## src/wdu_pkg.sv

```systemverilog
package wdu_pkg;

  // ----------------------------------------------------------------------
  // Register indices and field positions
  // ----------------------------------------------------------------------
  localparam logic [1:0]  ADDR_CLOCK_CONTROL = 2'h0;
  localparam logic [1:0]  ADDR_CONTROL       = 2'h1;
  localparam logic [1:0]  ADDR_PROTECTION    = 2'h2;

  localparam int          POS_RUN_IN_DEBUG   = 8;
  localparam int          POS_DIV_LO         = 4;
  localparam int          POS_SRC_LO         = 0;
  localparam int          POS_IRQ_OR_RESET   = 9;
  localparam int          POS_OVF_STATUS     = 8;
  localparam int          POS_RESTART        = 4;
  localparam int          POS_RUN_LO         = 0;

  // ----------------------------------------------------------------------
  // Values
  // ----------------------------------------------------------------------
  localparam logic [15:0] PROTECTION_KEY     = 16'h0096;
  localparam logic [3:0]  RUN_STOP_CODE      = 4'ha;
  localparam logic [3:0]  RUN_RUNNING_READ   = 4'h0;
  // Any code but the stop code runs; this is the one the host writes.
  localparam logic [3:0]  RUN_START_CODE     = 4'h5;
  localparam int          COUNTER_WIDTH      = 10;
  localparam logic [9:0]  COUNTER_MAX        = 10'h3ff;

  // Division ratios, as log2 of the divisor, per source and divider code.
  localparam logic [4:0]  LOG2_DIV_OSC_BASE  = 5'h0d;
  localparam logic [4:0]  LOG2_DIV_LOW_XTAL  = 5'h07;
  localparam logic [4:0]  LOG2_DIV_EXT       = 5'h00;
  localparam logic [1:0]  SRC_INTERNAL_OSC   = 2'h0;
  localparam logic [1:0]  SRC_LOW_XTAL       = 2'h1;
  localparam logic [1:0]  SRC_HIGH_OSC       = 2'h2;
  localparam logic [1:0]  SRC_EXT_CLOCK      = 2'h3;
  localparam int          PRESCALE_WIDTH     = 16;

endpackage

```

## src/wdu_if.sv

```systemverilog
`timescale 1ns/1ps
interface wdu_if;
  // Register access from the processor side.
  logic        wr_en;
  logic [1:0]  addr;
  logic [15:0] wdata;
  logic [15:0] rdata;
  // Source clock ticks, one-cycle enables from the clock generator.
  logic [3:0]  src_tick;
  logic        debug_mode;
  // Overflow consequences.
  logic        nmi_req;
  logic        sys_reset_req;

  modport device
  (
    input  wr_en, addr, wdata, src_tick, debug_mode,
    output rdata, nmi_req, sys_reset_req
  );
  modport host
  (
    output wr_en, addr, wdata, src_tick, debug_mode,
    input  rdata, nmi_req, sys_reset_req
  );
endinterface

```

## src/wdu_watchdog_unit.sv

```systemverilog
`timescale 1ns/1ps

module wdu_watchdog_unit
(
  // Clock and reset
  input  wire logic i_ref_clk,
  input  wire logic i_rstn,
  // Link to the processor side
  wdu_if.device     bus
);

  // ----------------------------------------------------------------------
  // Registers
  // ----------------------------------------------------------------------
  logic                                 unlocked;
  logic                                 run_in_debug;
  logic [1:0]                           clock_divider_select;
  logic [1:0]                           clock_source_select;
  logic                                 interrupt_or_reset_select;
  logic                                 overflow_interrupt_status;
  logic                                 running;
  logic [wdu_pkg::COUNTER_WIDTH-1:0]    count;
  logic [wdu_pkg::PRESCALE_WIDTH-1:0]   prescale;
  logic                                 nmi_req;
  logic                                 sys_reset_req;
  logic [15:0]                          rdata;

  // ----------------------------------------------------------------------
  // Decoding
  // ----------------------------------------------------------------------
  // A write strobe aimed at one register index.
  function automatic logic write_hit
  (
    input logic       wr_en,
    input logic [1:0] addr,
    input logic [1:0] index
  );
    return wr_en && addr == index;
  endfunction

  // Protected registers only take writes while the key is in place.
  wire wr_clk  = unlocked &&
                 write_hit(bus.wr_en, bus.addr, wdu_pkg::ADDR_CLOCK_CONTROL);
  wire wr_ctl  = unlocked &&
                 write_hit(bus.wr_en, bus.addr, wdu_pkg::ADDR_CONTROL);
  wire wr_protection_key = write_hit(bus.wr_en, bus.addr, wdu_pkg::ADDR_PROTECTION);
  wire restart = wr_ctl && bus.wdata[wdu_pkg::POS_RESTART];
  wire [3:0] run_code = bus.wdata[wdu_pkg::POS_RUN_LO +: 4];

  // The selected source tick; the clock is gated off in debug unless allowed.
  wire src_sel_tick = bus.src_tick[clock_source_select];
  wire gate_open    = !bus.debug_mode || run_in_debug;

  // Log2 of the divisor for the present source and divider code.
  wire [4:0] log2_div =
    (clock_source_select == wdu_pkg::SRC_LOW_XTAL) ? wdu_pkg::LOG2_DIV_LOW_XTAL :
    (clock_source_select == wdu_pkg::SRC_EXT_CLOCK) ? wdu_pkg::LOG2_DIV_EXT :
    wdu_pkg::LOG2_DIV_OSC_BASE + {3'h0, clock_divider_select};

  // Shifting by the full width gives zero, so the slowest ratio masks every bit.
  wire [wdu_pkg::PRESCALE_WIDTH-1:0] div_mask =
    (wdu_pkg::PRESCALE_WIDTH'(1) << log2_div) - wdu_pkg::PRESCALE_WIDTH'(1);

  // A divided tick fires when the prescaler wraps; divide-by-one ticks always.
  wire prescale_step = running && gate_open && src_sel_tick;
  wire counter_tick  = prescale_step && ((prescale & div_mask) == div_mask);
  // A restart in the same cycle wins, so a serviced watchdog never fires late.
  wire overflow      = counter_tick && count == wdu_pkg::COUNTER_MAX && !restart;

  // ----------------------------------------------------------------------
  // Configuration and protection
  // ----------------------------------------------------------------------
  always_ff @(posedge i_ref_clk or negedge i_rstn)
  begin
    if (!i_rstn)
      unlocked <= 1'b0;
    else if (wr_protection_key)
      unlocked <= bus.wdata == wdu_pkg::PROTECTION_KEY;
  end

  always_ff @(posedge i_ref_clk or negedge i_rstn)
  begin
    if (!i_rstn)
    begin
      run_in_debug         <= 1'b0;
      clock_divider_select <= 2'h0;
      clock_source_select  <= 2'h0;
    end
    else if (wr_clk)
    begin
      run_in_debug         <= bus.wdata[wdu_pkg::POS_RUN_IN_DEBUG];
      clock_divider_select <= bus.wdata[wdu_pkg::POS_DIV_LO +: 2];
      clock_source_select  <= bus.wdata[wdu_pkg::POS_SRC_LO +: 2];
    end
  end

  // The run field is decoded at write time, so any code but stop starts counting.
  always_ff @(posedge i_ref_clk or negedge i_rstn)
  begin
    if (!i_rstn)
    begin
      interrupt_or_reset_select <= 1'b0;
      running                   <= 1'b0;
    end
    else if (wr_ctl)
    begin
      interrupt_or_reset_select <= bus.wdata[wdu_pkg::POS_IRQ_OR_RESET];
      running                   <= run_code != wdu_pkg::RUN_STOP_CODE;
    end
  end

  // ----------------------------------------------------------------------
  // Counter, prescaler and overflow outputs
  // ----------------------------------------------------------------------
  // Suspended ticks leave prescaler and counter untouched, so counting resumes in place.
  wire [wdu_pkg::PRESCALE_WIDTH-1:0] next_prescale =
    restart       ? '0 :
    prescale_step ? prescale + wdu_pkg::PRESCALE_WIDTH'(1) :
    prescale;

  wire [wdu_pkg::COUNTER_WIDTH-1:0] next_count =
    restart      ? '0 :
    counter_tick ? count + wdu_pkg::COUNTER_WIDTH'(1) :
    count;

  // The set wins over a clear; restart masks the overflow, so both never meet.
  wire next_overflow_interrupt_status =
    (overflow && interrupt_or_reset_select) ? 1'b1 :
    restart                                 ? 1'b0 :
    overflow_interrupt_status;

  always_ff @(posedge i_ref_clk or negedge i_rstn)
  begin
    if (!i_rstn)
      prescale <= '0;
    else
      prescale <= next_prescale;
  end

  always_ff @(posedge i_ref_clk or negedge i_rstn)
  begin
    if (!i_rstn)
      count <= '0;
    else
      count <= next_count;
  end

  always_ff @(posedge i_ref_clk or negedge i_rstn)
  begin
    if (!i_rstn)
      overflow_interrupt_status <= 1'b0;
    else
      overflow_interrupt_status <= next_overflow_interrupt_status;
  end

  // Registered requests give the far side one clean single-cycle pulse.
  always_ff @(posedge i_ref_clk or negedge i_rstn)
  begin
    if (!i_rstn)
    begin
      nmi_req       <= 1'b0;
      sys_reset_req <= 1'b0;
    end
    else
    begin
      nmi_req       <= overflow && interrupt_or_reset_select;
      sys_reset_req <= overflow && !interrupt_or_reset_select;
    end
  end

  // ----------------------------------------------------------------------
  // Read data
  // ----------------------------------------------------------------------
  wire [15:0] rd_clk = {7'h00, run_in_debug, 2'h0, clock_divider_select,
                        2'h0, clock_source_select};
  wire [15:0] rd_ctl = {6'h00, interrupt_or_reset_select, overflow_interrupt_status,
                        3'h0, 1'b0,
                        running ? wdu_pkg::RUN_RUNNING_READ : wdu_pkg::RUN_STOP_CODE};

  always_ff @(posedge i_ref_clk or negedge i_rstn)
  begin
    if (!i_rstn)
      rdata <= '0;
    else if (bus.addr == wdu_pkg::ADDR_CLOCK_CONTROL)
      rdata <= rd_clk;
    else if (bus.addr == wdu_pkg::ADDR_CONTROL)
      rdata <= rd_ctl;
    else
      rdata <= {15'h0000, unlocked};
  end

  assign bus.rdata         = rdata;
  assign bus.nmi_req       = nmi_req;
  assign bus.sys_reset_req = sys_reset_req;

endmodule

```

## src/flat_wrapper.sv

```systemverilog
// flat-port wrapper written by rule: the top's interface ports become plain ports
module wdu_watchdog_unit_flat 
  (i_ref_clk, i_rstn, bus_wr_en, bus_addr, bus_wdata, bus_src_tick, bus_debug_mode, bus_rdata, bus_nmi_req, bus_sys_reset_req);
  wdu_if bus_i ();
  input  wire logic i_ref_clk;
  input  wire logic i_rstn;
  input wire logic [$bits(bus_i.wr_en)-1:0] bus_wr_en;
  input wire logic [$bits(bus_i.addr)-1:0] bus_addr;
  input wire logic [$bits(bus_i.wdata)-1:0] bus_wdata;
  input wire logic [$bits(bus_i.src_tick)-1:0] bus_src_tick;
  input wire logic [$bits(bus_i.debug_mode)-1:0] bus_debug_mode;
  output wire logic [$bits(bus_i.rdata)-1:0] bus_rdata;
  output wire logic [$bits(bus_i.nmi_req)-1:0] bus_nmi_req;
  output wire logic [$bits(bus_i.sys_reset_req)-1:0] bus_sys_reset_req;
  assign bus_i.wr_en = bus_wr_en;
  assign bus_i.addr = bus_addr;
  assign bus_i.wdata = bus_wdata;
  assign bus_i.src_tick = bus_src_tick;
  assign bus_i.debug_mode = bus_debug_mode;
  assign bus_rdata = bus_i.rdata;
  assign bus_nmi_req = bus_i.nmi_req;
  assign bus_sys_reset_req = bus_i.sys_reset_req;
  wdu_watchdog_unit u_core (.i_ref_clk(i_ref_clk), .i_rstn(i_rstn), .bus(bus_i));
endmodule
```

## config.mk

```make
export PLATFORM = sky130hd
export DESIGN_NAME = wdu_watchdog_unit_flat
export DESIGN_NICKNAME = d
export VERILOG_FILES = /design/src/wdu_pkg.sv /design/src/wdu_if.sv /design/src/wdu_watchdog_unit.sv /design/src/flat_wrapper.sv
export SDC_FILE = /design/constraint.sdc
export NUM_CORES = 1
export LEC_CHECK = 0
export BUFFER_PORTS_ARGS = -buffer_cell sky130_fd_sc_hd__buf_2
export CAP_MARGIN = 5
export CORE_MARGIN = 5
export CORE_UTILIZATION = 59
export CTS_CLUSTER_DIAMETER = 30
export DETAILED_ROUTE_END_ITERATION = 12
export GPL_TIMING_DRIVEN = 0
export HOLD_SLACK_MARGIN = 0.08
export PLACE_DENSITY = 0.84
export SYNTH_ARGS = -nofsm -noshare
export SYNTH_HDL_FRONTEND = slang
export SYNTH_SLANG_ARGS = --single-unit
export TNS_END_PERCENT = 100
```

## constraint.sdc

```tcl
create_clock -name i_ref_clk -period 6.83 [get_ports i_ref_clk]
set_input_delay 1.0245 -clock i_ref_clk [delete_from_list [all_inputs] [get_ports i_ref_clk]]
set_output_delay 1.0245 -clock i_ref_clk [all_outputs]
set_load 0.05 [all_outputs]
```

==> impl_metrics.toml, run 1 <==
[outcome]
status = "complete, no violations"

[floorplanning]
initial_core_util_pct = 62.1
die_y_um = 72.8
pin_count = 44
dieArea_sq_um = 5300
rows = 22
core_area_sq_um = 3740
die_x_um = 72.8

[synth]
synth_ff_type = "dfrtp_1"
synth_top_area_share_pct = 47.3
synth_compound_area_share_pct = 8.61
synth_enable_flop_cells = 0
synth_warnings = 0
ys_seq_area_share_pct = 47.3
synthTopCellsByArea = "dfrtp_1 47%, mux2_2 3.9%, xor2_1 3.8%, nor2_1 3.4%, buf_4 3.2%"
syn_area_sq_um = 2330
syn_inst = 226
synth_top_area_cell = "dfrtp_1"
yosys_register_bits = 44
yosysUniqueCellTypes = 44
async_reset_ff_share_pct = 100
post_synth.cell_area_avg_sq_um = 10.3
synthSimpleGateAreaFrac_pct = 24.3
synth.most_common_cell = "dfrtp_1"
synth_commonest_cells = "44 x dfrtp_1, 21 x nor2_1, 12 x nand2_1, 12 x nand4_1"
synth_top_family_by_area = "simple AND/OR/NAND/NOR gates"
synth_fa_ha_area_share_pct = 1.61
synthMuxAreaShare_pct = 6.99
yosys.area_share.xor_xnor_pct = 5.65

[drt]
highest_layer = "met4"
final_antenna_net_count = 0
drt_iter0_drc = 116
wl_met3_um = 220
vias = 1856
post_drt_via_cell_ratio = 5.76
dr_wl_met2_mm = 2.61
drt-total-wl_mm = 5.07
drc = 0
wl_per_cell_um = 15.7
wirelength_met1_mm = 2.13
drt-pass1-iter-count = 4

[min_path]
hold_depth = 1
min_from = "u_core.interrupt_or_reset_select"
holdPathEnd = "u_core.bus.sys_reset_req"
hp-class = "flop to flop"

[placement]
gp_congestion = 0.857
place_ws_ns = 4.02
placed_cell_area_sq_um = 2580
hpwl_mm = 3.75
port_buffers = 33

[cts]
clock_latency_ns = 0.30
cts-root-buf = "clkbuf_8"
clk_pin_slew_ns = 0.08
cts_buffers = 5
cts_hold_buf = 0
cts_max_path_buffers = 2
htree_levels = 2
ctsResizeCount = 0
cts_sinks = 44
cts_tree = "done"
cts_setup_buffers = 0

[sta]
period_share_pct = 36.8
skew_ns = 0.00832
finalCriticalPeriod_ns = 2.51
drv_slew = 0
max_freq_ghz = 0.398
rsz0062_at_grt = "no"
setup_slack_ns = 4.32
finalSetupViolCount = 0
finalHoldViolCount = 0
tightestPinTransition_ns = 0.944
max-slew-margin-rel_pct = 37.0
finalSetupTns_ns = 0

[critical_path]
cp.arrival_ns = 2.67
crit_fanout = 10
critPathBufInv = 2
cp_slowest_stage_delay_ns = 0.48
r2r-start = "u_core.clock_divider_select[0]"
ff2ff_setup_slack_ns = 4.44
start_kind = "input port"
worstPathCellList = "clkbuf_1 > nand4b_1 > nor2_1 > clkbuf_1 > nor2_1"
r2r-end = "u_core.count[6]"
critPathKind = "input port to flop"
reg2reg_depth = 8
slowest_stage = "nor2_1"
endpoint_kind = "flop"
cp_top_family = "simple AND/OR/NAND/NOR gates"
worst_ep_required_time_ns = 6.99

[run]
maxCapViolations = 0

[final_layout]
final_layout_size_suffix_gt1_share_pct = 23.4
nNetsFinal = 303
fillCellCount = 316
diodes = 0
area_growth_pct = 14.3
multi_input_area_sq_um = 1130
seq_area_sq_um = 1100
final_area_sq_um = 2660

[power_and_ir_drop]
power_density_nw_per_um2 = 170
p_leak_nw = 1.28
ir_drop_mv = 0.156

[grt]
grt_overflow_total = 0
grt_pass1_vias = 1862
grtUsageTotal_pct = 20.8
grt_pass1_wl_mm = 8.48
grt_max_degree = 45
antenna_found_initial = 0
-- state kept, by name (all words and copies together), names as in the netlist --
register,cells
u_core.unlocked,1
u_core.bus.nmi_req,1
u_core.bus.sys_reset_req,1
u_core.prescale,16
u_core.interrupt_or_reset_select,1
u_core.overflow_interrupt_status,1
u_core.run_in_debug,1
u_core.running,1
u_core.clock_source_select,2
u_core.count,10
u_core.bus.rdata,7
u_core.clock_divider_select,2
-- worst reg2reg max path, cell delays in order (launching register included) --
cell,delay (ns)
dfrtp_1,0.43
ha_1,0.32
nand2b_1,0.15
a221o_1,0.38
o2bb2ai_1,0.16
buf_2,0.19
clkbuf_1,0.24
o31ai_1,0.30
a21oi_1,0.09
-- through the flow --
step,util (%),hold slack [ns],power [W],cells
floorplan,-,0.456,0.000288,234
global placement,69.0,0.487,0.000303,315
detailed placement,69.0,0.499,0.000303,315
CTS,71.0,0.511,0.000452,322
global route,71.0,0.547,0.000469,322
finish,71.0,0.514,0.000453,322
-- worst max-delay path by stage --
stage                         start                          endpoint  slack [ns]  depth (start not counted)
global placement        bus_addr[0]                u_core.prescale[8]        4.12                          5
finish                  bus_addr[0]                u_core.prescale[8]        4.32                          5
floorplan           bus_src_tick[1]  u_core.overflow_interrupt_status        4.53                          6
detailed placement      bus_addr[0]                u_core.prescale[8]        4.02                          5
global route            bus_addr[0]                u_core.prescale[8]        4.16                          5
CTS                     bus_addr[0]                u_core.prescale[8]        4.34                          5
-- routing by layer --
layer | vias to the layer above | GRT usage, %
li1 | 902 | -
met1 | 894 | 25.9
met2 | 45 | 34.9
met3 | 15 | 5.79
met4 | 0 | 6.76
met5 | - | 0
-- final cells by class --
cell class              count  area share, %
inverters                   4          0.565
repair buffers             33           6.21
plain buffers              18           4.09
flip-flops and latches     44           41.4
well taps                  48           2.26
clock inverters             1          0.188
multi-input cells         168           42.5
clock buffers               6           2.73
-- cells by family after synthesis --
logic type	count (synthesis)
fa+ha+maj	3
compound gates	30
mux	14
xor+xnor	15
flops	44
simple gates	97
other cells	1
buf+inv	22
-- power by group --
part | internal (W) | total (W) | switching (W)
Sequential | 0.000261 | 0.000261 | 0.000000174
Clock | 0.0000696 | 0.000155 | 0.0000849
Combinational | 0.0000116 | 0.0000371 | 0.0000255
Total | 0.000342 | 0.000453 | 0.000111
-- cell usage in the layout, fill, tap and decap left out, types with 6 or more instances in the layout --
master / instances
mux2_2: 8
conb_1: 9
nand4_1: 12
and3_1: 7
dfrtp_1: 44
xor2_1: 10
a21oi_1: 8
or4_1: 7
buf_2: 36
buf_4: 10
o31ai_1: 7
clkbuf_1: 6
and2_1: 6
nor2_1: 21
nand2_1: 12
Power figures use the tool's default switching activity.
==> run 2, diff against run 1 <==
--- a/config.mk
+++ b/config.mk
@@ -8,12 +8,12 @@
 export BUFFER_PORTS_ARGS = -buffer_cell sky130_fd_sc_hd__buf_2
 export CAP_MARGIN = 5
 export CORE_MARGIN = 5
-export CORE_UTILIZATION = 59
+export CORE_UTILIZATION = 55
 export CTS_CLUSTER_DIAMETER = 30
 export DETAILED_ROUTE_END_ITERATION = 12
 export GPL_TIMING_DRIVEN = 0
 export HOLD_SLACK_MARGIN = 0.08
-export PLACE_DENSITY = 0.84
+export PLACE_DENSITY = 0.79
 export SYNTH_ARGS = -nofsm -noshare
 export SYNTH_HDL_FRONTEND = slang
 export SYNTH_SLANG_ARGS = --single-unit
==> constraint.sdc (replaced) <==
create_clock -name i_ref_clk -period 2.55 [get_ports i_ref_clk]
set_input_delay 0.3825 -clock i_ref_clk [delete_from_list [all_inputs] [get_ports i_ref_clk]]
set_output_delay 0.3825 -clock i_ref_clk [all_outputs]
set_load 0.05 [all_outputs]
==> run 2 against run 1 <==
  * Clock-buffer cell count down 1
  * Design area up 3.2%
  * Utilization down 3.4 points
  * Non-clock buffer count unchanged
  * Sequential share of layout area down 1.3 points
  * Critical path type is now flop to flop
==> impl_metrics.toml, run 2 (synthesis gave the netlist of run 1 again) <==
[floorplanning]
core_area_sq_um = 4060
initial_core_util_pct = 57.3
die_x_um = 75.0
pin_count = 44
die_y_um = 75.0
dieArea_sq_um = 5630
rows = 23

[drt]
drt-total-wl_mm = 5.03
wl_per_cell_um = 15.5
vias = 1851
post_drt_via_cell_ratio = 5.70
drt-pass1-iter-count = 4
drc = 0
final_antenna_net_count = 0
drt_iter0_drc = 91

[sta]
rsz0062_at_grt = "no"
tightestPinTransition_ns = 0.951
finalHoldViolCount = 0
setup_slack_ns = 0.157
skew_ns = 0.00834
max_freq_ghz = 0.418
period_share_pct = 93.8
drv_slew = 0
finalSetupTns_ns = 0
finalSetupViolCount = 0
max-slew-margin-rel_pct = 36.6
finalCriticalPeriod_ns = 2.39

[placement]
hpwl_mm = 3.65
placed_cells = 317
port_buffers = 33
place_ws_ns = 0.178
gp_congestion = 0.837

[final_layout]
regMostFlops = "u_core.prescale"
stdcell_count = 325
final_layout_size_suffix_gt1_share_pct = 24.4
reg_top3 = "u_core.prescale (16), u_core.count (10), u_core.bus.rdata (7)"
diodes = 0
finish.utilization_pct = 67.6
layout_common_cells = "44 x dfrtp_1, 36 x buf_2, 21 x nor2_1"
area_growth_pct = 18.0
largest_reg_flops = 16
nNetsFinal = 303
final_common_cell = "dfrtp_1"

[power_and_ir_drop]
ir_drop_mv = 0.410
power_density_nw_per_um2 = 559
power_w = 0.00153
p_leak_nw = 1.32

[grt]
grt_pass1_vias = 1845
grt_pass1_wl_mm = 8.40
grt_max_degree = 45
grt_overflow_total = 0
grtUsageTotal_pct = 19.8
antenna_found_initial = 0

[min_path]
hp-class = "input port to async pin"

[critical_path]
critPathKind = "flop to flop"
worstPathCellList = "ha_1 > nand2b_1 > a221o_1 > o2bb2ai_1 > buf_2 > or4_1 > a21oi_1"
reg2reg_depth = 7
crit_fanout = 10
endpoint_kind = "flop"
cp_slowest_stage_delay_ns = 0.50
slowest_stage = "or4_1"
cp.arrival_ns = 2.62
worst_ep_required_time_ns = 2.78
start_kind = "flop"

[outcome]
status = "complete, no violations"

[cts]
cts_hold_buf = 0
cts_max_path_buffers = 2
clk_pin_slew_ns = 0.09
cts_sinks = 44
cts-root-buf = "clkbuf_8"
htree_levels = 2
clock_latency_ns = 0.31
cts_buffers = 5
cts_tree = "done"

[run]
maxCapViolations = 0
[run 2: power by group]
group / internal [W] / switching [W] / leakage [nW]
sequential: 0.000699 / 0.000000549 / 0.613
clock: 0.000490 / 0.000245 / 0.0784
combinational: 0.0000310 / 0.0000678 / 0.628
[run 2: metal layers]
| metal | track usage (%) | vias to the layer above | wire length [um] |
|---|---|---|---|
| li1 | - | 907 | - |
| met1 | 24.2 | 909 | 2210 |
| met2 | 33.9 | 31 | 2570 |
| met3 | 5.21 | 4 | 190 |
| met4 | 7.11 | 0 | 56 |
| met5 | 0 | - | 0 |
[run 2: final timing paths]
check	startpoint	endpoint	slack, ns
min in group i_ref_clk	bus_addr[1]	u_core.bus.rdata[1]	0.33
worst max-delay path	u_core.clock_divider_select[0]	u_core.count[7]	0.16
max in group asynchronous	i_rstn	u_core.prescale[11]	1.74
worst min-delay path	i_rstn	u_core.bus.rdata[9]	0.22
worst max register to register	u_core.clock_divider_select[0]	u_core.count[7]	0.16
worst min register to register	u_core.overflow_interrupt_status	u_core.overflow_interrupt_status	0.52
[run 2: metrics by stage]
step / hold slack, ns / area [sq um]
after detailed placement: 0.498 / 2580
after floorplan: 0.0869 / 2360
after global routing: 0.284 / 2740
after global placement: 0.488 / 2580
final: 0.217 / 2740
after CTS: 0.248 / 2740
[run 2: layout make-up]
| class | count | area, sq um |
|---|---|---|
| Sequential cell | 44 | 1100 |
| Fill cell | 313 | 1310 |
| Timing Repair Buffer | 33 | 165 |
| Tap cell | 50 | 62.6 |
| Inverter | 4 | 15.0 |
| Clock inverter | 3 | 90.1 |
| Multi-Input combinational cell | 168 | 1130 |
| Clock buffer | 5 | 68.8 |
| Buffer | 18 | 110 |
[run 2: worst max-delay path, delay by kind of cell (launching register included)]
family / cells / cell delay [ns]
and+or+nand+nor: 2 / 0.65
DFF: 1 / 0.42
buffers and inverters: 1 / 0.20
adders and majority gates: 1 / 0.32
AOI/OAI and AO/OA: 3 / 0.71
[run 2: timing repair]
item | in CTS | in global routing
setup endpoints to repair | 0 | 2
buffers inserted | 0 | 0
gates resized for setup | 0 | 2
